<file path="src/hdl/dkif_pkg.sv">
// Constants and types for the drive seek and record link
//
// What this block does
// Ready only after supplies, speed, recalibration
// Supply or speed fault holds ready off
// Ready expected within 25 s of power
// Speed off by 2% locks, stops, latches; in DS_RECAL it drops to DS_OFF without lock or latch
// Seek done only once heads settled
// Controller never writes without seek done
// One step pulse moves exactly one track
// Direction high outward, low inward
// Outer cylinder flag at cylinder 0
// Record gate low writes, high reads
// Each record data rise makes one reversal
// Each read reversal shown as playback rise
// Write problems raise the record fault
// Write current while reading raises fault
// Faulted drive ignores all further commands
// Deselect rechecks fault, clears if gone
// Preamp mode select high write, low read
// Unsafe flag: writing without current or data
// Commands obeyed only while unit selected
// Revolution mark once per turn, 16.67 ms
// Four active-low head lines, idle head 0
// Controller steps only selected and ready
package dkif_pkg;

  // ---------------------------------------------------------------
  // Time base
  // ---------------------------------------------------------------
  localparam longint unsigned CLK_HZ    = 64'h0000_0000_05F5_E100;
  localparam longint unsigned NS_PER_S  = 64'h0000_0000_3B9A_CA00;
  localparam longint unsigned US_PER_S  = 64'h0000_0000_000F_4240;

  // One turn 16670 us, tolerance 2 percent
  localparam longint unsigned REV_US    = 64'h0000_0000_0000_411E;
  localparam int unsigned     SPEED_PCT = 32'h0000_0002;
  localparam int unsigned     REV_CYC   =
    32'(REV_US * CLK_HZ / US_PER_S);

  // Ready within 25 s
  localparam longint unsigned START_S   = 64'h0000_0000_0000_0019;
  localparam int unsigned     START_CYC = 32'(START_S * CLK_HZ);

  // Step 500 ns low, 2000 ns gap; minimums round up
  localparam longint unsigned STEP_W_NS   = 64'h0000_0000_0000_01F4;
  localparam longint unsigned STEP_GAP_NS = 64'h0000_0000_0000_07D0;
  localparam int unsigned     STEP_W_CYC  =
    32'((STEP_W_NS * CLK_HZ + NS_PER_S - 64'h1) / NS_PER_S);
  localparam int unsigned     STEP_GAP_CYC =
    32'((STEP_GAP_NS * CLK_HZ + NS_PER_S - 64'h1) / NS_PER_S);

  // Gate this long with no data edge means no data
  localparam int unsigned     NODATA_CYC = 32'h0000_0100;

  // ---------------------------------------------------------------
  // Geometry
  // ---------------------------------------------------------------
  localparam int              CYL_W   = 32'h0000_000A;
  localparam int unsigned     N_HEADS = 32'h0000_0008;

  // Idle controller lines:
  // {sel_n, step_n, move_in_n, head_sel_n[3:0], gate_n, p, m}
  localparam logic [9:0]      LINK_IN_IDLE = 10'h3FD;
  // Idle drive lines: {rdy,skd,out0,flt,mark,p,m}
  localparam logic [6:0]      DRV_IN_IDLE  = 7'h7D;

  // ---------------------------------------------------------------
  // Controller register map
  // ---------------------------------------------------------------
  localparam logic [7:0] REG_CTRL = 8'h00;
  localparam logic [7:0] REG_SEEK = 8'h04;
  localparam logic [7:0] REG_STAT = 8'h08;
  localparam logic [7:0] REG_FLUX = 8'h0C;
  localparam logic [7:0] REG_REVS = 8'h10;

  localparam int CTRL_SEL  = 32'h0;
  localparam int CTRL_WEN  = 32'h1;
  localparam int CTRL_HEAD = 32'h2;
  localparam int SEEK_IN   = 32'h10;
  localparam int STAT_RDY  = 32'h0;
  localparam int STAT_SKD  = 32'h1;
  localparam int STAT_OUT0 = 32'h2;
  localparam int STAT_FLT  = 32'h3;
  localparam int STAT_BUSY = 32'h4;
  localparam int STAT_SFL  = 32'h5;

  // ---------------------------------------------------------------
  // Drive sequencing states
  // ---------------------------------------------------------------
  typedef enum logic [4:0] {
    DS_OFF   = 5'h01,
    DS_SPIN  = 5'h02,
    DS_RECAL = 5'h04,
    DS_READY = 5'h08,
    DS_SHUT  = 5'h10
  } dkif_dstate_t;

endpackage

</file>
<file path="src/hdl/dkif_link_if.sv">
// Link between the drive controller and the drive
`timescale 1ns/100ps
interface dkif_link_if;
  logic       unit_select_n;
  logic       step_n;
  logic       move_in_n;
  logic [3:0] head_sel_n;
  logic       record_gate_n;
  logic       record_data_p;
  logic       record_data_m;
  logic       drive_ready_n;
  logic       seek_done_n;
  logic       outer_cylinder_n;
  logic       record_fault_n;
  logic       revolution_mark_n;
  logic       playback_data_p;
  logic       playback_data_m;

  modport drive (
    input  unit_select_n, step_n, move_in_n, head_sel_n,
           record_gate_n, record_data_p, record_data_m,
    output drive_ready_n, seek_done_n, outer_cylinder_n,
           record_fault_n, revolution_mark_n,
           playback_data_p, playback_data_m
  );

  modport ctrl (
    output unit_select_n, step_n, move_in_n, head_sel_n,
           record_gate_n, record_data_p, record_data_m,
    input  drive_ready_n, seek_done_n, outer_cylinder_n,
           record_fault_n, revolution_mark_n,
           playback_data_p, playback_data_m
  );
endinterface

</file>
<file path="src/hdl/dkif_sync.sv">
// Two flip-flop synchroniser for a group of levels
`timescale 1ns/100ps
module dkif_sync #(
  parameter int         W       = 1,
  parameter logic [W-1:0] RST_VAL = '0
) (
  input  wire logic         clk_i,
  input  wire logic         rst_i,
  input  wire logic [W-1:0] d_i,
  output logic      [W-1:0] q_o
);
  logic [W-1:0] meta;

  // First stage feeds only the second
  always_ff @(posedge clk_i) begin
    if (rst_i) begin
      meta <= RST_VAL;
      q_o  <= RST_VAL;
    end else begin
      meta <= d_i;
      q_o  <= meta;
    end
  end
endmodule

</file>
<file path="src/hdl/dkif_drive.sv">
// Drive end: sequencing, positioning, record and fault logic
//
// Strobed register access and the register addresses were chosen for this implementation.
`timescale 1ns/100ps
module dkif_drive #(
  parameter int unsigned REV_CYC = dkif_pkg::REV_CYC,
  parameter int unsigned N_HEADS = dkif_pkg::N_HEADS,
  parameter int          CYL_W   = dkif_pkg::CYL_W
) (
  input  wire logic       clk_i,
  input  wire logic       rst_i,
  dkif_link_if.drive      link,
  input  wire logic       supply_good_i,
  input  wire logic       spindle_tick_i,
  input  wire logic       settled_i,
  input  wire logic       recal_done_i,
  input  wire logic       head_open_i,
  input  wire logic       head_short_i,
  input  wire logic       wr_current_ok_i,
  input  wire logic       off_track_i,
  input  wire logic       head_current_i,
  input  wire logic       wr_protect_i,
  input  wire logic       read_flux_i,
  output logic            motor_on_o,
  output logic            actuator_lock_o,
  output logic            recal_o,
  output logic            actuator_step_o,
  output logic            actuator_out_o,
  output logic [3:0]      head_o,
  output logic            preamp_mode_sel_o,
  output logic            write_flux_o,
  output logic            unsafe_current_flag_o
);
  localparam int unsigned REV_TOL =
    32'((64'(REV_CYC) * 64'(dkif_pkg::SPEED_PCT)) / 64'h64);
  localparam logic [31:0] REV_LO = 32'(REV_CYC - REV_TOL);
  localparam logic [31:0] REV_HI = 32'(REV_CYC + REV_TOL);
  localparam logic [15:0] ND_MAX = 16'(dkif_pkg::NODATA_CYC);
  localparam logic [CYL_W-1:0] CYL_MAX = '1;

  // ---------------------------------------------------------------
  // Input synchronisers
  // ---------------------------------------------------------------
  logic [10:0] ms;
  logic [9:0]  ls;

  dkif_sync #(.W(11), .RST_VAL(11'h000)) u_msync (
    .clk_i (clk_i),
    .rst_i (rst_i),
    .d_i   ({supply_good_i, spindle_tick_i, settled_i, recal_done_i,
             head_open_i, head_short_i, wr_current_ok_i, off_track_i,
             head_current_i, wr_protect_i, read_flux_i}),
    .q_o   (ms)
  );

  dkif_sync #(.W(10), .RST_VAL(dkif_pkg::LINK_IN_IDLE)) u_lsync (
    .clk_i (clk_i),
    .rst_i (rst_i),
    .d_i   ({link.unit_select_n, link.step_n, link.move_in_n,
             link.head_sel_n, link.record_gate_n,
             link.record_data_p, link.record_data_m}),
    .q_o   (ls)
  );

  logic       s_supply, s_tick, s_settle, s_recal, s_open, s_short;
  logic       s_wcok, s_offtrk, s_hcur, s_wprot, s_flux;
  logic       sel_n, step_n, out_dir, gate_n, wd;
  logic [3:0] head_sel;

  assign {s_supply, s_tick, s_settle, s_recal, s_open, s_short,
          s_wcok, s_offtrk, s_hcur, s_wprot, s_flux} = ms;
  assign sel_n    = ls[9];
  assign step_n   = ls[8];
  assign out_dir  = ls[7];
  assign head_sel = ~ls[6:3];
  assign gate_n   = ls[2];
  assign wd       = ls[1] & ~ls[0];

  // ---------------------------------------------------------------
  // State
  // ---------------------------------------------------------------
  typedef struct packed {
    dkif_pkg::dkif_dstate_t st;
    logic [31:0]      rev_cnt;
    logic             spd_good;
    logic [CYL_W-1:0] cyl;
    logic             busy;
    logic [15:0]      nd_cnt;
    logic             p_step, p_wd, p_flux, p_settle;
    logic             p_sel_n, p_tick, p_recal;
    logic             ready_n, skd_n, out0_n, flt_n, mark_n;
    logic             pb_p, pb_m;
    logic             motor, lock, recal, act_step, act_out;
    logic [3:0]       head;
    logic             preamp, wflux, unsafe;
  } dkif_drv_t;

  dkif_drv_t q, next_q;

  logic tick, step_fall, wd_rise, settle_rise, recal_rise, desel;
  logic active, attempt, nodata, inv_head, wr_bad, hw_bad, set_flt;

  always_comb begin
    next_q   = q;
    tick        = s_tick & ~q.p_tick;
    step_fall   = q.p_step & ~step_n;
    wd_rise     = wd & ~q.p_wd;
    settle_rise = s_settle & ~q.p_settle;
    recal_rise  = s_recal & ~q.p_recal;
    desel       = sel_n & ~q.p_sel_n;
    next_q.p_tick   = s_tick;
    next_q.p_step   = step_n;
    next_q.p_wd     = wd;
    next_q.p_settle = s_settle;
    next_q.p_recal  = s_recal;
    next_q.p_sel_n  = sel_n;
    next_q.recal    = 1'b0;
    next_q.act_step = 1'b0;

    // Spindle period check, one mark per turn
    next_q.mark_n  = ~tick;
    next_q.rev_cnt = tick ? 32'h0 :
      ((q.rev_cnt == 32'hFFFF_FFFF) ? q.rev_cnt : q.rev_cnt + 32'h1);
    if (tick) begin
      next_q.spd_good = (q.rev_cnt >= REV_LO) &&
                        (q.rev_cnt <= REV_HI);
    end else if (q.rev_cnt > REV_HI) begin
      next_q.spd_good = 1'b0;
    end

    // Power-up sequencing
    case (q.st)
      dkif_pkg::DS_OFF: begin
        next_q.motor = s_supply;
        if (s_supply) begin
          next_q.st = dkif_pkg::DS_SPIN;
        end
      end
      dkif_pkg::DS_SPIN: begin
        if (!s_supply) begin
          next_q.st = dkif_pkg::DS_OFF;
        end else if (q.spd_good) begin
          next_q.st    = dkif_pkg::DS_RECAL;
          next_q.recal = 1'b1;
          next_q.busy  = 1'b1;
        end
      end
      dkif_pkg::DS_RECAL: begin
        if (!s_supply || !q.spd_good) begin
          next_q.st = dkif_pkg::DS_OFF;
        end else if (recal_rise) begin
          next_q.st   = dkif_pkg::DS_READY;
          next_q.cyl  = '0;
          next_q.busy = 1'b0;
        end
      end
      dkif_pkg::DS_READY: begin
        if (!q.spd_good) begin
          next_q.st    = dkif_pkg::DS_SHUT;
          next_q.lock  = 1'b1;
          next_q.motor = 1'b0;
        end else if (!s_supply) begin
          next_q.st = dkif_pkg::DS_OFF;
        end
      end
      dkif_pkg::DS_SHUT: begin
        // Only a reset leaves this state
        next_q.lock  = 1'b1;
        next_q.motor = 1'b0;
      end
      default: next_q.st = dkif_pkg::DS_OFF;
    endcase
    if (next_q.st == dkif_pkg::DS_OFF) begin
      next_q.motor = 1'b0;
    end

    // Steps only when selected, ready and fault-free
    active = ~sel_n & (q.st == dkif_pkg::DS_READY) & q.flt_n;
    if (active && step_fall) begin
      next_q.act_step = 1'b1;
      next_q.act_out  = out_dir;
      next_q.busy     = 1'b1;
      if (out_dir) begin
        next_q.cyl = (q.cyl == '0) ? q.cyl : q.cyl - CYL_W'(1);
      end else begin
        next_q.cyl = (q.cyl == CYL_MAX) ? q.cyl : q.cyl + CYL_W'(1);
      end
    end else if (settle_rise && q.st == dkif_pkg::DS_READY) begin
      next_q.busy = 1'b0;
    end
    next_q.skd_n  = ~((next_q.st == dkif_pkg::DS_READY) &
                      ~next_q.busy);
    next_q.out0_n = ~(next_q.cyl == '0);
    next_q.ready_n = ~(next_q.st == dkif_pkg::DS_READY);
    if (~sel_n && q.flt_n) begin
      next_q.head = head_sel;
    end

    // Record gate and faults
    attempt = ~sel_n & ~gate_n;
    next_q.nd_cnt = (!attempt || wd_rise) ? 16'h0 :
      ((q.nd_cnt == 16'hFFFF) ? q.nd_cnt : q.nd_cnt + 16'h1);
    nodata   = q.nd_cnt >= ND_MAX;
    inv_head = 32'(head_sel) >= N_HEADS;
    wr_bad   = s_open | s_short | ~s_wcok | s_offtrk | inv_head |
               ~q.spd_good | q.busy | q.skd_n | q.ready_n |
               s_wprot | nodata;
    set_flt  = attempt ? wr_bad : s_hcur;
    hw_bad   = s_open | s_short | s_offtrk | s_hcur |
               (q.st != dkif_pkg::DS_READY);
    // A new fault wins over the deselect clear
    if (set_flt) begin
      next_q.flt_n = 1'b0;
    end else if (!q.flt_n && desel && !hw_bad) begin
      next_q.flt_n = 1'b1;
    end

    next_q.preamp = attempt & next_q.flt_n;
    next_q.unsafe = attempt & (~s_wcok | nodata);
    if (q.preamp && wd_rise) begin
      next_q.wflux = ~q.wflux;
    end

    // One playback pulse per read reversal
    next_q.p_flux = s_flux;
    next_q.pb_p   = (s_flux ^ q.p_flux) & ~sel_n & ~q.preamp;
    next_q.pb_m   = ~next_q.pb_p;
  end

  always_ff @(posedge clk_i) begin
    if (rst_i) begin
      q <= '{st: dkif_pkg::DS_OFF, p_step: 1'b1, p_sel_n: 1'b1,
             ready_n: 1'b1, skd_n: 1'b1, out0_n: 1'b1, flt_n: 1'b1,
             mark_n: 1'b1, pb_m: 1'b1, default: '0};
    end else begin
      q <= next_q;
    end
  end

  // ---------------------------------------------------------------
  // Outputs
  // ---------------------------------------------------------------
  assign link.drive_ready_n     = q.ready_n;
  assign link.seek_done_n       = q.skd_n;
  assign link.outer_cylinder_n  = q.out0_n;
  assign link.record_fault_n    = q.flt_n;
  assign link.revolution_mark_n = q.mark_n;
  assign link.playback_data_p   = q.pb_p;
  assign link.playback_data_m   = q.pb_m;
  assign motor_on_o             = q.motor;
  assign actuator_lock_o        = q.lock;
  assign recal_o                = q.recal;
  assign actuator_step_o        = q.act_step;
  assign actuator_out_o         = q.act_out;
  assign head_o                 = q.head;
  assign preamp_mode_sel_o      = q.preamp;
  assign write_flux_o           = q.wflux;
  assign unsafe_current_flag_o  = q.unsafe;
endmodule

</file>
<file path="src/flat_wrapper.sv">
// flat-port wrapper written by rule: the top's interface ports become plain ports
module dkif_drive_flat 
#(
  parameter int unsigned REV_CYC = dkif_pkg::REV_CYC,
  parameter int unsigned N_HEADS = dkif_pkg::N_HEADS,
  parameter int          CYL_W   = dkif_pkg::CYL_W
)
  (clk_i, rst_i, supply_good_i, spindle_tick_i, settled_i, recal_done_i, head_open_i, head_short_i, wr_current_ok_i, off_track_i, head_current_i, wr_protect_i, read_flux_i, motor_on_o, actuator_lock_o, recal_o, actuator_step_o, actuator_out_o, head_o, preamp_mode_sel_o, write_flux_o, unsafe_current_flag_o, link_unit_select_n, link_step_n, link_move_in_n, link_head_sel_n, link_record_gate_n, link_record_data_p, link_record_data_m, link_drive_ready_n, link_seek_done_n, link_outer_cylinder_n, link_record_fault_n, link_revolution_mark_n, link_playback_data_p, link_playback_data_m);
  dkif_link_if link_i ();
  input  wire logic clk_i;
  input  wire logic rst_i;
  input  wire logic supply_good_i;
  input  wire logic spindle_tick_i;
  input  wire logic settled_i;
  input  wire logic recal_done_i;
  input  wire logic head_open_i;
  input  wire logic head_short_i;
  input  wire logic wr_current_ok_i;
  input  wire logic off_track_i;
  input  wire logic head_current_i;
  input  wire logic wr_protect_i;
  input  wire logic read_flux_i;
  output logic motor_on_o;
  output logic actuator_lock_o;
  output logic recal_o;
  output logic actuator_step_o;
  output logic actuator_out_o;
  output logic [3:0] head_o;
  output logic preamp_mode_sel_o;
  output logic write_flux_o;
  output logic unsafe_current_flag_o;
  input wire logic [$bits(link_i.unit_select_n)-1:0] link_unit_select_n;
  input wire logic [$bits(link_i.step_n)-1:0] link_step_n;
  input wire logic [$bits(link_i.move_in_n)-1:0] link_move_in_n;
  input wire logic [$bits(link_i.head_sel_n)-1:0] link_head_sel_n;
  input wire logic [$bits(link_i.record_gate_n)-1:0] link_record_gate_n;
  input wire logic [$bits(link_i.record_data_p)-1:0] link_record_data_p;
  input wire logic [$bits(link_i.record_data_m)-1:0] link_record_data_m;
  output wire logic [$bits(link_i.drive_ready_n)-1:0] link_drive_ready_n;
  output wire logic [$bits(link_i.seek_done_n)-1:0] link_seek_done_n;
  output wire logic [$bits(link_i.outer_cylinder_n)-1:0] link_outer_cylinder_n;
  output wire logic [$bits(link_i.record_fault_n)-1:0] link_record_fault_n;
  output wire logic [$bits(link_i.revolution_mark_n)-1:0] link_revolution_mark_n;
  output wire logic [$bits(link_i.playback_data_p)-1:0] link_playback_data_p;
  output wire logic [$bits(link_i.playback_data_m)-1:0] link_playback_data_m;
  assign link_i.unit_select_n = link_unit_select_n;
  assign link_i.step_n = link_step_n;
  assign link_i.move_in_n = link_move_in_n;
  assign link_i.head_sel_n = link_head_sel_n;
  assign link_i.record_gate_n = link_record_gate_n;
  assign link_i.record_data_p = link_record_data_p;
  assign link_i.record_data_m = link_record_data_m;
  assign link_drive_ready_n = link_i.drive_ready_n;
  assign link_seek_done_n = link_i.seek_done_n;
  assign link_outer_cylinder_n = link_i.outer_cylinder_n;
  assign link_record_fault_n = link_i.record_fault_n;
  assign link_revolution_mark_n = link_i.revolution_mark_n;
  assign link_playback_data_p = link_i.playback_data_p;
  assign link_playback_data_m = link_i.playback_data_m;
  dkif_drive #(.REV_CYC(REV_CYC), .N_HEADS(N_HEADS), .CYL_W(CYL_W)) u_core (.clk_i(clk_i), .rst_i(rst_i), .link(link_i), .supply_good_i(supply_good_i), .spindle_tick_i(spindle_tick_i), .settled_i(settled_i), .recal_done_i(recal_done_i), .head_open_i(head_open_i), .head_short_i(head_short_i), .wr_current_ok_i(wr_current_ok_i), .off_track_i(off_track_i), .head_current_i(head_current_i), .wr_protect_i(wr_protect_i), .read_flux_i(read_flux_i), .motor_on_o(motor_on_o), .actuator_lock_o(actuator_lock_o), .recal_o(recal_o), .actuator_step_o(actuator_step_o), .actuator_out_o(actuator_out_o), .head_o(head_o), .preamp_mode_sel_o(preamp_mode_sel_o), .write_flux_o(write_flux_o), .unsafe_current_flag_o(unsafe_current_flag_o));
endmodule
</file>
<file path="config.mk">
export PLATFORM = sky130hd
export DESIGN_NAME = dkif_drive_flat
export DESIGN_NICKNAME = d
export VERILOG_FILES = /design/src/hdl/dkif_pkg.sv /design/src/hdl/dkif_link_if.sv /design/src/hdl/dkif_sync.sv /design/src/hdl/dkif_drive.sv /design/src/flat_wrapper.sv
export SDC_FILE = /design/constraint.sdc
export NUM_CORES = 1
export LEC_CHECK = 0
export BUFFER_PORTS_ARGS = -buffer_cell sky130_fd_sc_hd__buf_2
export CAP_MARGIN = 40
export CORE_ASPECT_RATIO = 1.75
export CORE_MARGIN = 4
export CORE_UTILIZATION = 40
export DETAILED_ROUTE_END_ITERATION = 8
export GPL_TIMING_DRIVEN = 1
export PLACE_DENSITY = 0.61
export SYNTH_ARGS = -nofsm -noshare
export SYNTH_HDL_FRONTEND = slang
export SYNTH_HIERARCHICAL = 1
export SYNTH_SLANG_ARGS = --single-unit
</file>
<file path="constraint.sdc">
create_clock -name clk_i -period 2.6 [get_ports clk_i]
set_clock_uncertainty 0.05 [all_clocks]
set_input_delay 0.26 -clock clk_i [delete_from_list [all_inputs] [get_ports clk_i]]
set_output_delay 0.26 -clock clk_i [all_outputs]
set_load 0.1 [all_outputs]
</file>
* After elaboration in Yosys (flattened, before gate mapping)
Index checks and enable logic that the tools add are counted.
** Storage, ports and cells
- Register bits after elaboration :: 133
- Bits of input ports :: 23
- Output and inout bits :: 19
- Word-level logic and storage cells :: 161
** Operators by class
- $add $sub $neg :: 4
- $lt $le $gt $ge :: 5
- Equal/unequal tests :: 12
- Muxes and demuxes :: 30
- Bitwise logic cells :: 52
- Reduce and logical (&&, ||, !) cells :: 25
** Operators by type and width (number)
- 2-to-1 mux 10 bit :: 5
- 2-to-1 mux 5 bit :: 7
- adder 32 x 1 -> 32 bit (second input constant) :: 1
- == test 32 bit (second input constant) :: 1
- >= comparator 32 x 21 -> 1 bit (second input constant) :: 1
- > comparator 32 x 21 -> 1 bit (second input constant) :: 1
- less-or-equal comparator 32 x 21 -> 1 bit (second input constant) :: 1
- case mux 5 bit (5 select lines) :: 1
- 2-to-1 mux 11 bit :: 2
- NOT 1 bit :: 21
- zero test 10 bit :: 2
- adder 16 x 1 -> 16 bit (second input constant) :: 1
- == test 16 bit (second input constant) :: 1
- >= comparator 16 x 9 -> 1 bit (second input constant) :: 1
- AND 1 bit :: 15
- OR 1 bit :: 14
- adder 10 x 1 -> 10 bit (second input constant) :: 1
- == test 10 bit (second input constant) :: 1
- == test 5 x 1 -> 1 bit (second input constant) :: 2
- == test 5 x 4 -> 1 bit (second input constant) :: 2
- 2-to-1 mux 1 bit :: 10
- subtractor 10 x 1 -> 10 bit (second input constant) :: 1
- logical AND 1 bit :: 7
- OR reduction 2 bit :: 3
- 17 further kinds :: 26

* Longest topological paths before layout
Gate-level depths: netlist (run 1).
- Depth after elaboration :: 13
- Gate-level depth with buffers :: 10

* Hierarchy
Netlist (run 1), hierarchy kept.
** By module, submodules not included
- dkif_drive :: times used 1, cells each 566, area each 4574.4 um^2
- dkif_sync at u_core.u_msync :: times used 1, cells each 46, area each 640.6 um^2
- dkif_sync at u_core.u_lsync :: times used 1, cells each 42, area each 548.0 um^2

* Worst setup path after synthesis (run 1)
OpenSTA, ideal clock, no wires.
- Path kind :: reg2reg
- Start :: register u_core.q, in the netlist u_core/link.record_fault_n
- End :: register u_core.q, in the netlist u_core/link.outer_cylinder_n
- Setup time :: 0.131 ns
- Arrival :: 2.390 ns
- Required time :: 2.419 ns
- Slack :: 0.029 ns
- Cell stages (with the launch flop) :: 8
- Path buffers :: 0
- Period minus slack after synthesis :: 2.571 ns
- Cell sequence :: dfxtp_1 -> nor4bb_1 -> nand3_1 -> nor4b_1 -> a31oi_1 -> mux2_2 -> nor4b_2 -> nand4_1
** Between the ends
- Word-level cells in the longest chain between the ends :: 5
** Ends and longest elaborated chain
- start: declaration :: RTL line dkif_drive.sv:98 : dkif_drv_t q, next_q;
- start signal: assignment :: RTL line dkif_drive.sv:232 : q <= '{st: dkif_pkg::DS_OFF, p_step: 1'b1, p_sel_n: 1'b1,
- start signal: assignment :: RTL line dkif_drive.sv:236 : q <= next_q;
- AND 1 bit :: RTL line dkif_drive.sv:178 : active = ~sel_n & (q.st == dkif_pkg::DS_READY) & q.flt_n;
- logical AND 1 bit :: RTL line dkif_drive.sv:179 : if (active && step_fall) begin
- 2-to-1 mux 10 bit :: RTL line dkif_drive.sv:179
- zero test 10 bit :: RTL line dkif_drive.sv:193 : next_q.out0_n = ~(next_q.cyl == '0);
- NOT 1 bit :: RTL line dkif_drive.sv:193
No other way between the ends.
A chain may end at the register's enable or synchronous reset.

* Worst setup path after layout (run 1)
- Start :: register u_core/q[43] (netlist name)
- End :: register u_core.q, in the netlist u_core/link.outer_cylinder_n
** Between the ends
- Word-level cells in the longest chain between the ends :: 6
** Ends and longest elaborated chain
- adder 10 x 1 -> 10 bit (tied with other cells) :: RTL line dkif_drive.sv:186 : next_q.cyl = (q.cyl == CYL_MAX) ? q.cyl : q.cyl + CYL_W'(1);
- 2-to-1 mux 10 bit (tied with other cells) :: RTL line dkif_drive.sv:186
- 2-to-1 mux 10 bit (on tied branches) :: RTL line dkif_drive.sv:183, dkif_drive.sv:132
- 2-to-1 mux 10 bit (*) :: RTL line dkif_drive.sv:179
- zero test 10 bit (*) :: RTL line dkif_drive.sv:193
- NOT 1 bit (*) :: RTL line dkif_drive.sv:193
Mark *: on every way between the ends. The rest lies on a longest branch, timed or not.

==> flow_summary.toml, run 1 <==
[clock_network]
h-tree-depth = 4
cts_inserted_buffers = 17
clkLatencyLatePin_ps = 410
cts_num_sinks = 133
path_clk_slew_ps = 70
cts_tree = "yes"
cts_root_buf = "clkbuf_16"
cts_buffer_depth = 2

[placement]
dpl_cell_area_um2 = 6128
gp_congestion = 0.9613
placedCellCount = 852
post-place-ws_ps = 125.1
port_buffers = 41
dp_hpwl_mm = 9.676

[finish]
n_antenna_cell = 0
area_growth_pct = 19.45
drive_gt1_share_pct = 16.78
instances_no_fill = 898
final_area_um2 = 6884
num-nets-final = 737
final_common_cell = "dfxtp_1"
layout_common_cells = "133 x dfxtp_1, 85 x nor2_1, 43 x nand2_1"

[timing]
fin_crit_ps = 2444
setup_ws_ps = 156.1
slew_headroom_pct = 54.06
drv_slew = 0
rsz0062_at_grt = "no"
setup_viol = 0
fin_crit_sh_pct = 94.00
max_freq_mhz = 409.2
finalHoldViolations = 0
holdWs_ps = 13.66
worst_pin_slew_ps = 684.5
tns_ps = 0

[floorplanning]
core_area_um2 = 13980
core.rowCount = 57
io-pin-count = 42
die_area_um2 = 16470
die_x_um = 98.74
start_util_pct = 41.23
die_y_um = 166.8

[global_route]
overflow = 0
grt_pass1_vias = 4809
grt_antenna_before_repair = 0
grt_pass1_wl_mm = 22.26
track_usage_pct = 16.62
grt_start_max_net_pins = 35

[synth]
synth_top_area_share_pct = 46.20
synthAdderAreaFrac_pct = 1.303
syn_area_um2 = 5763
postSynthAreaPerCell_um2 = 8.812
synth_cells = 654
yosysWarnings = 6
yosys.area_share.simple_pct = 30.37
synth_xor_area_share_pct = 6.231
synth_ff_type = "dfxtp_1"
async_reset_ff_share_pct = 0
ys_ff_latch = 133
syn_nets = 683
synth_seq_area_share_pct = 46.20
synth_edf_count = 0
synth.area.top_cells = "dfxtp_1 46%, nor2_1 5.5%, xor2_1 4.7%"
synth.distinct_cells = 63
synth_top_family_by_area = "simple AND/OR/NAND/NOR gates"
synth-compound-area-share_pct = 10.05
synth_area_leader_cell = "dfxtp_1"
synthMuxAreaShare_pct = 1.129

[setup_path]
cp-endpoint = "u_core/link.outer_cylinder_n"
regToRegStartpoint = "u_core/q[43]"
required_ps = 2900
cp.arrival_ps = 2750
r2r_cells = 9
path_class = "flop to flop"
r2r_end = "u_core/link.outer_cylinder_n"
crit_path_start_kind = "flop"
cp-end-kind = "flop"
cp_max_fo = 8
crit_start = "u_core/q[43]"
r2r_setup_slack_ps = 160

[outcome]
status = "completed"

[route]
drt-total-wl_mm = 13.36
num_vias = 4731
antenna_left = 0
wl_per_cell_um = 14.88
drt-initial-drc-count = 210
drc = 0
routed_via_density = 5.268
first_pass_iters = 5

[power_and_ir_drop]
leakage_nw = 2.595
cellPowerDensity_nw_per_um2 = 691.3
vdd_drop_max_uv = 425.4

[worst_hold_path]
hp-class = "input pin to flop"

[job]
max_cap_violations = 0
-- synthesized netlist by cell type (all sizes together) (4+ instances only) --
master and n:
dfxtp 133, xnor2 10, nor2 87, and2 8, xor2 31, a211oi 8, o211ai 6, clkbuf 26
and3 14, nand4 13, nand3 32, ha 6, or4 4, nand3b 5, nor3 23, nor3b 4
nor2b 30, buf 10, a21oi 23, or3 12, a31oi 4, o21ai 20, a311oi 6, and4 5
or2 22, o31a 6, nand2 43, inv 24, nor4 9
-- metal layers --
metal	up-vias	wire length, um	global-route usage, %
met2	99	7293	30.92
met1	2226	5166	16.76
met5	-	0	0
met3	33	404	3.684
met4	0	500	9.037
li1	2373	-	-
-- cells by family (layout without fill, tap and decap cells) --
group,Yosys count,count (layout)
simple gates,321,321
flops,133,133
compound gates,88,88
buf+inv,60,127
xor+xnor,41,41
fa+ha+maj,6,6
mux,5,5
-- registers in the layout (all words and copies together) (netlist names), 4 cells and up --
register / cells
u_core/u_lsync/q_o: 10
u_core/q: 72
u_core/u_msync/meta: 11
u_core/u_lsync/meta: 10
u_core/u_msync/q_o: 11
u_core/head_o: 4
-- critical path: stages (launching register included) --
cell	delay, ps
dfxtp_1	380
inv_1	90
ha_1	200
or3b_2	500
nor3_1	250
nand2_1	80
mux4_2	460
o2bb2ai_1	210
a211oi_1	80
nand4_1	100
-- how the worst min path moves through the flow --
stage / startpoint / end / slack [ps] / depth (start not counted)
5_1_grt: link_record_data_p / u_core/u_lsync/meta[1] / 20 / 2
3_5_place_dp: u_core/u_lsync/meta[7] / u_core/u_lsync/q_o[7] / 340 / 1
6_report: link_record_data_p / u_core/u_lsync/meta[1] / 10 / 2
4_1_cts: link_record_data_p / u_core/u_lsync/meta[1] / 0.08 / 2
2_1_floorplan: link_record_data_m / u_core/u_lsync/meta[0] / 310 / 1
3_3_place_gp: u_core/u_lsync/q_o[4] / u_core/head_o[1] / 340 / 1
-- layout make-up --
| class | count | area [um2] |
|---|---|---|
| clock inverter | 15 | 178.9 |
| clock buffer | 17 | 425.4 |
| inverter | 24 | 90.09 |
| timing repair buffer | 71 | 465.4 |
| tap | 177 | 221.5 |
| multi-input combinational | 461 | 2840 |
| sequential | 133 | 2663 |
| fill | 1377 | 7094 |
-- what timing repair did --
action                                 in CTS  in global routing
gates resized for setup                     0                  2
hold buffers                               14                  0
endpoints found under the hold margin      14                  0
buffers inserted                            0                  0
setup endpoints to repair                   0                  1
-- stage by stage --
stage	power, W	utilization (%)
2_1_floorplan	0.002297	-
3_3_place_gp	0.002345	43.79
3_5_place_dp	0.002349	43.84
4_1_cts	0.004827	49.17
5_1_grt	0.004938	49.25
6_report	0.004759	49.25
-- report_power, final --
group          internal, W  switching [W]
Sequential         0.00208      0.0000243
Clock              0.00146       0.000983
Combinational    0.0000803       0.000132
Power figures use the tool's default switching activity.
==> inputs of run 2 (changes only) <==
==> constraint.sdc (replaced) <==
create_clock -name clk_i -period 2.6 [get_ports clk_i]
set_clock_uncertainty 0.05 [all_clocks]
set_input_delay 0.13 -clock clk_i [delete_from_list [all_inputs] [get_ports clk_i]]
set_output_delay 0.13 -clock clk_i [all_outputs]
set_load 0.1 [all_outputs]
==> flow_summary.toml, run 2 (synthesis gave the netlist of run 1 again) <==
[outcome]
status = "completed"

[route]
routed_via_density = 5.314
num_vias = 4809
antenna_left = 0
wl_per_cell_um = 14.90
drc = 0
first_pass_iters = 5
drt-initial-drc-count = 189
drt-total-wl_mm = 13.48

[timing]
max_freq_mhz = 408.4
rsz0062_at_grt = "no"
tns_ps = 0
fin_crit_ps = 2449
setup_viol = 0
worst_pin_slew_ps = 689.0
setup_ws_ps = 151.3
fin_crit_sh_pct = 94.18
drv_slew = 0
slew_headroom_pct = 53.76
finalHoldViolations = 0

[global_route]
grt_antenna_before_repair = 0
grt_pass1_wl_mm = 22.38
overflow = 0
track_usage_pct = 16.72
grt_start_max_net_pins = 35
grt_pass1_vias = 4824

[setup_path]
cp.arrival_ps = 2750
cp_max_fo = 8
cpMaxStageDelayCell = "or3b_2"
path_class = "flop to flop"
required_ps = 2900
path_cells = "inv_1, ha_1, or3b_2, nor3_1, nand2_1, mux4_2, o2bb2ai_1, a211oi_1, nand4_1"
crit_path_start_kind = "flop"
slowest_delay_ps = 500
cp-end-kind = "flop"

[clock_network]
path_clk_slew_ps = 60
h-tree-depth = 4
cts_num_sinks = 133
cts_buffer_depth = 2
cts_inserted_buffers = 17
cts_tree = "yes"
cts_root_buf = "clkbuf_16"
clkLatencyLatePin_ps = 410

[power_and_ir_drop]
vdd_drop_max_uv = 424.9
leakage_nw = 2.625
power_w = 0.004767
cellPowerDensity_nw_per_um2 = 685.6

[floorplanning]
die_area_um2 = 16470
start_util_pct = 41.23
core.rowCount = 57
die_x_um = 98.74
io-pin-count = 42
core_area_um2 = 13980
die_y_um = 166.8

[finish]
fillers = 1375
area_growth_pct = 20.67
largest_reg_flops = 72
num-nets-final = 744
seq_area_um2 = 2663
n_antenna_cell = 0
instances_no_fill = 905
drive_gt1_share_pct = 16.62
layout_common_cells = "133 x dfxtp_1, 85 x nor2_1, 43 x nand2_1"
multi_input_area_um2 = 2840
final_common_cell = "dfxtp_1"
top_regs = "u_core/q (72), u_core/u_msync/meta (11), u_core/u_msync/q_o (11)"
top_register = "u_core/q"
final_util_pct = 49.75

[placement]
gp_congestion = 0.9613
dp_hpwl_mm = 9.676
post-place-ws_ps = 125.1
port_buffers = 41
placedCellCount = 852

[worst_hold_path]
hp-class = "input pin to flop"

[job]
max_cap_violations = 0
## run 2: changes by cell type in the layout (fill, tap and decap cells not counted)
cell	previous run	this run
dlygate4sd3_1	14	21
## run 2: layout make-up
type,count,share of cell area [%]
clock buffers,17,6.117
clock inverters,15,2.573
inverters,24,1.295
multi-input cells,461,40.84
flip-flops and latches,133,38.29
well taps,177,3.185
repair buffers,78,7.701
## run 2: path summary, 6_finish.rpt
| check | startpoint | end | slack (ps) | depth (start not counted) |
|---|---|---|---|---|
| worst max-delay path | u_core/q[43] | u_core/link.outer_cylinder_n | 150 | 9 |
| worst min-delay path | rst_i | u_core/q[20] | 60 | 2 |
| worst max register to register | u_core/q[43] | u_core/link.outer_cylinder_n | 150 | 9 |
| worst min register to register | u_core/u_lsync/q_o[4] | u_core/head_o[1] | 360 | 1 |
## run 2: critical path: cells and delay by family (launching register included)
| kind | cells | cell delay, ps |
|---|---|---|
| AND/OR/NAND/NOR | 4 | 930 |
| multiplexers | 1 | 460 |
| flip-flops | 1 | 380 |
| AO/OA/AOI/OAI | 2 | 290 |
| adder cells (fa/ha/maj) | 1 | 200 |
| buffers and inverters | 1 | 90 |
## run 2: what timing repair did
action                                  in CTS  in global routing
hold buffers                                21                  0
setup buffers                                0                  0
endpoints found under the setup margin       0                  1
gates resized for setup                      0                  2
hold endpoints to repair                    21                  0
## run 2: metal layers
metal  up-vias  GRT usage [%]  part of all wire, %
li1       2387              -                    -
met1      2283          16.78                   38
met2       107          31.30                   55
met3        32          3.600                  2.9
met4         0          9.037                  3.6
met5         -              0                    0
## run 2: metrics by stage
step	area, um2	hold WS, ps
after detailed placement	6128	260.6
final	6954	56.81
after CTS	6943	39.70
after global placement	6121	257.6
after floorplan	5763	177.1
after global routing	6954	60.05
## run 2: power by group
part	internal, W	switching [W]	leakage, nW
Clock	0.00146	0.000983	0.292
Sequential	0.00208	0.0000240	1.08
Combinational	0.0000872	0.000134	1.25
==> inputs of run 3 (changes only) <==
- RECOVER_POWER: unset -> 25
==> flow_summary.toml, run 3 (synthesis gave the netlist of run 1 again) <==
[finish]
final_common_cell = "dfxtp_1"
area_growth_pct = 20.41
top_register = "u_core/q"
top_regs = "u_core/q (72), u_core/u_msync/meta (11), u_core/u_msync/q_o (11)"
num-nets-final = 744
drive_gt1_share_pct = 15.80
n_antenna_cell = 0
largest_reg_flops = 72
layout_common_cells = "133 x dfxtp_1, 85 x nor2_1, 43 x nand2_1"

[global_route]
grt_pass1_vias = 4824
grt_pass1_wl_mm = 22.38
grt_start_max_net_pins = 35
track_usage_pct = 16.72
grt_antenna_before_repair = 0
overflow = 0

[route]
num_vias = 4761
antenna_left = 0
wl_per_cell_um = 14.93
first_pass_iters = 4
drt-total-wl_mm = 13.51
drt-initial-drc-count = 221
routed_via_density = 5.261
drc = 0

[clock_network]
cts_buffer_depth = 2
cts_num_sinks = 133
clkLatencyLatePin_ps = 410
cts_inserted_buffers = 17
cts_tree = "yes"
h-tree-depth = 4
cts_root_buf = "clkbuf_16"
path_clk_slew_ps = 60

[setup_path]
cp_max_fo = 8
cp_top_family = "simple AND/OR/NAND/NOR gates"
cpMaxStageDelayCell = "or3b_2"
path_class = "flop to flop"
cp.arrival_ps = 2750
cp-end-kind = "flop"
required_ps = 2900
path_cells = "inv_1, ha_1, or3b_2, o31ai_2, nor4b_1, a31oi_1, mux2_2, nor4b_2, nand4_1"
slowest_delay_ps = 500
path_buf_inv = 1
crit_path_start_kind = "flop"

[timing]
tns_ps = 0
slew_headroom_pct = 10.30
drv_slew = 0
max_freq_mhz = 408.2
setup_viol = 0
fin_crit_ps = 2449
finalHoldViolations = 0
rsz0062_at_grt = "no"
worst_pin_slew_ps = 1345
fin_crit_sh_pct = 94.21

[power_and_ir_drop]
power_w = 0.004765
cellPowerDensity_nw_per_um2 = 686.7
vdd_drop_max_uv = 424.4
leakage_nw = 2.610

[floorplanning]
core_area_um2 = 13980
die_area_um2 = 16470
die_x_um = 98.74
io-pin-count = 42
die_y_um = 166.8
core.rowCount = 57
start_util_pct = 41.23

[placement]
port_buffers = 41
dp_hpwl_mm = 9.676
gp_congestion = 0.9613

[job]
max_cap_violations = 0

[outcome]
status = "completed"

[worst_hold_path]
hp-class = "input pin to flop"
## run 3: cell types whose count changed in the layout (fill, tap and decap cells not counted)
cell      previous run  this run
nor2b_2             15        13
nor2b_1             15        17
buf_4               16        14
buf_2               41        39
clkbuf_1             0         4
## run 3: layer usage
metal | track usage (%) | wire [um] | up-vias
met5 | 0 | 0 | -
met4 | 9.037 | 429 | 0
met3 | 3.600 | 382 | 27
met2 | 31.30 | 7512 | 100
met1 | 16.78 | 5186 | 2252
li1 | - | - | 2382
## run 3: what timing repair did
action,CTS,global route
setup buffers,0,0
resized for setup,0,2
endpoints found under the setup margin,0,1
hold buffers,21,0
endpoints found under the hold margin,21,0
## run 3: stage by stage
step	hold WS (ps)	worst slack, ps	utilization [%]	std cells	instance area, um2
2_1_floorplan	177.1	28.77	-	654	5763
3_3_place_gp	257.6	195.4	43.79	851	6121
3_5_place_dp	260.6	125.1	43.84	852	6128
4_1_cts	39.70	123.6	49.67	905	6943
5_1_grt	245.9	12.61	49.64	905	6939
6_report	203.8	150.5	49.64	905	6939
## run 3: final cells by class
cell class	instances	area (um2)
Clock buffer	17	425.4
Inverter	24	90.09
Tap cell	177	221.5
Sequential cell	133	2663
Multi-Input combinational cell	461	2835
Fill cell	1378	7039
Timing Repair Buffer	78	525.5
Clock inverter	15	178.9
## run 3: power breakdown
group / switching, W / leakage [nW] / total, W / internal (W)
Clock: 0.000983 / 0.292 / 0.00244 / 0.00146
Sequential: 0.0000241 / 1.08 / 0.00211 / 0.00208
Combinational: 0.000134 / 1.23 / 0.000219 / 0.0000854
Total: 0.00114 / 2.61 / 0.00477 / 0.00362
## run 3: final timing paths
check,cells past startpoint,startpoint,slack [ps],end
setup / recovery,9,u_core/q[43],150,u_core/link.outer_cylinder_n
hold / removal,2,rst_i,200,u_core/q[20]
setup reg to reg,9,u_core/q[43],150,u_core/link.outer_cylinder_n
hold reg to reg,1,u_core/u_lsync/q_o[4],360,u_core/head_o[1]
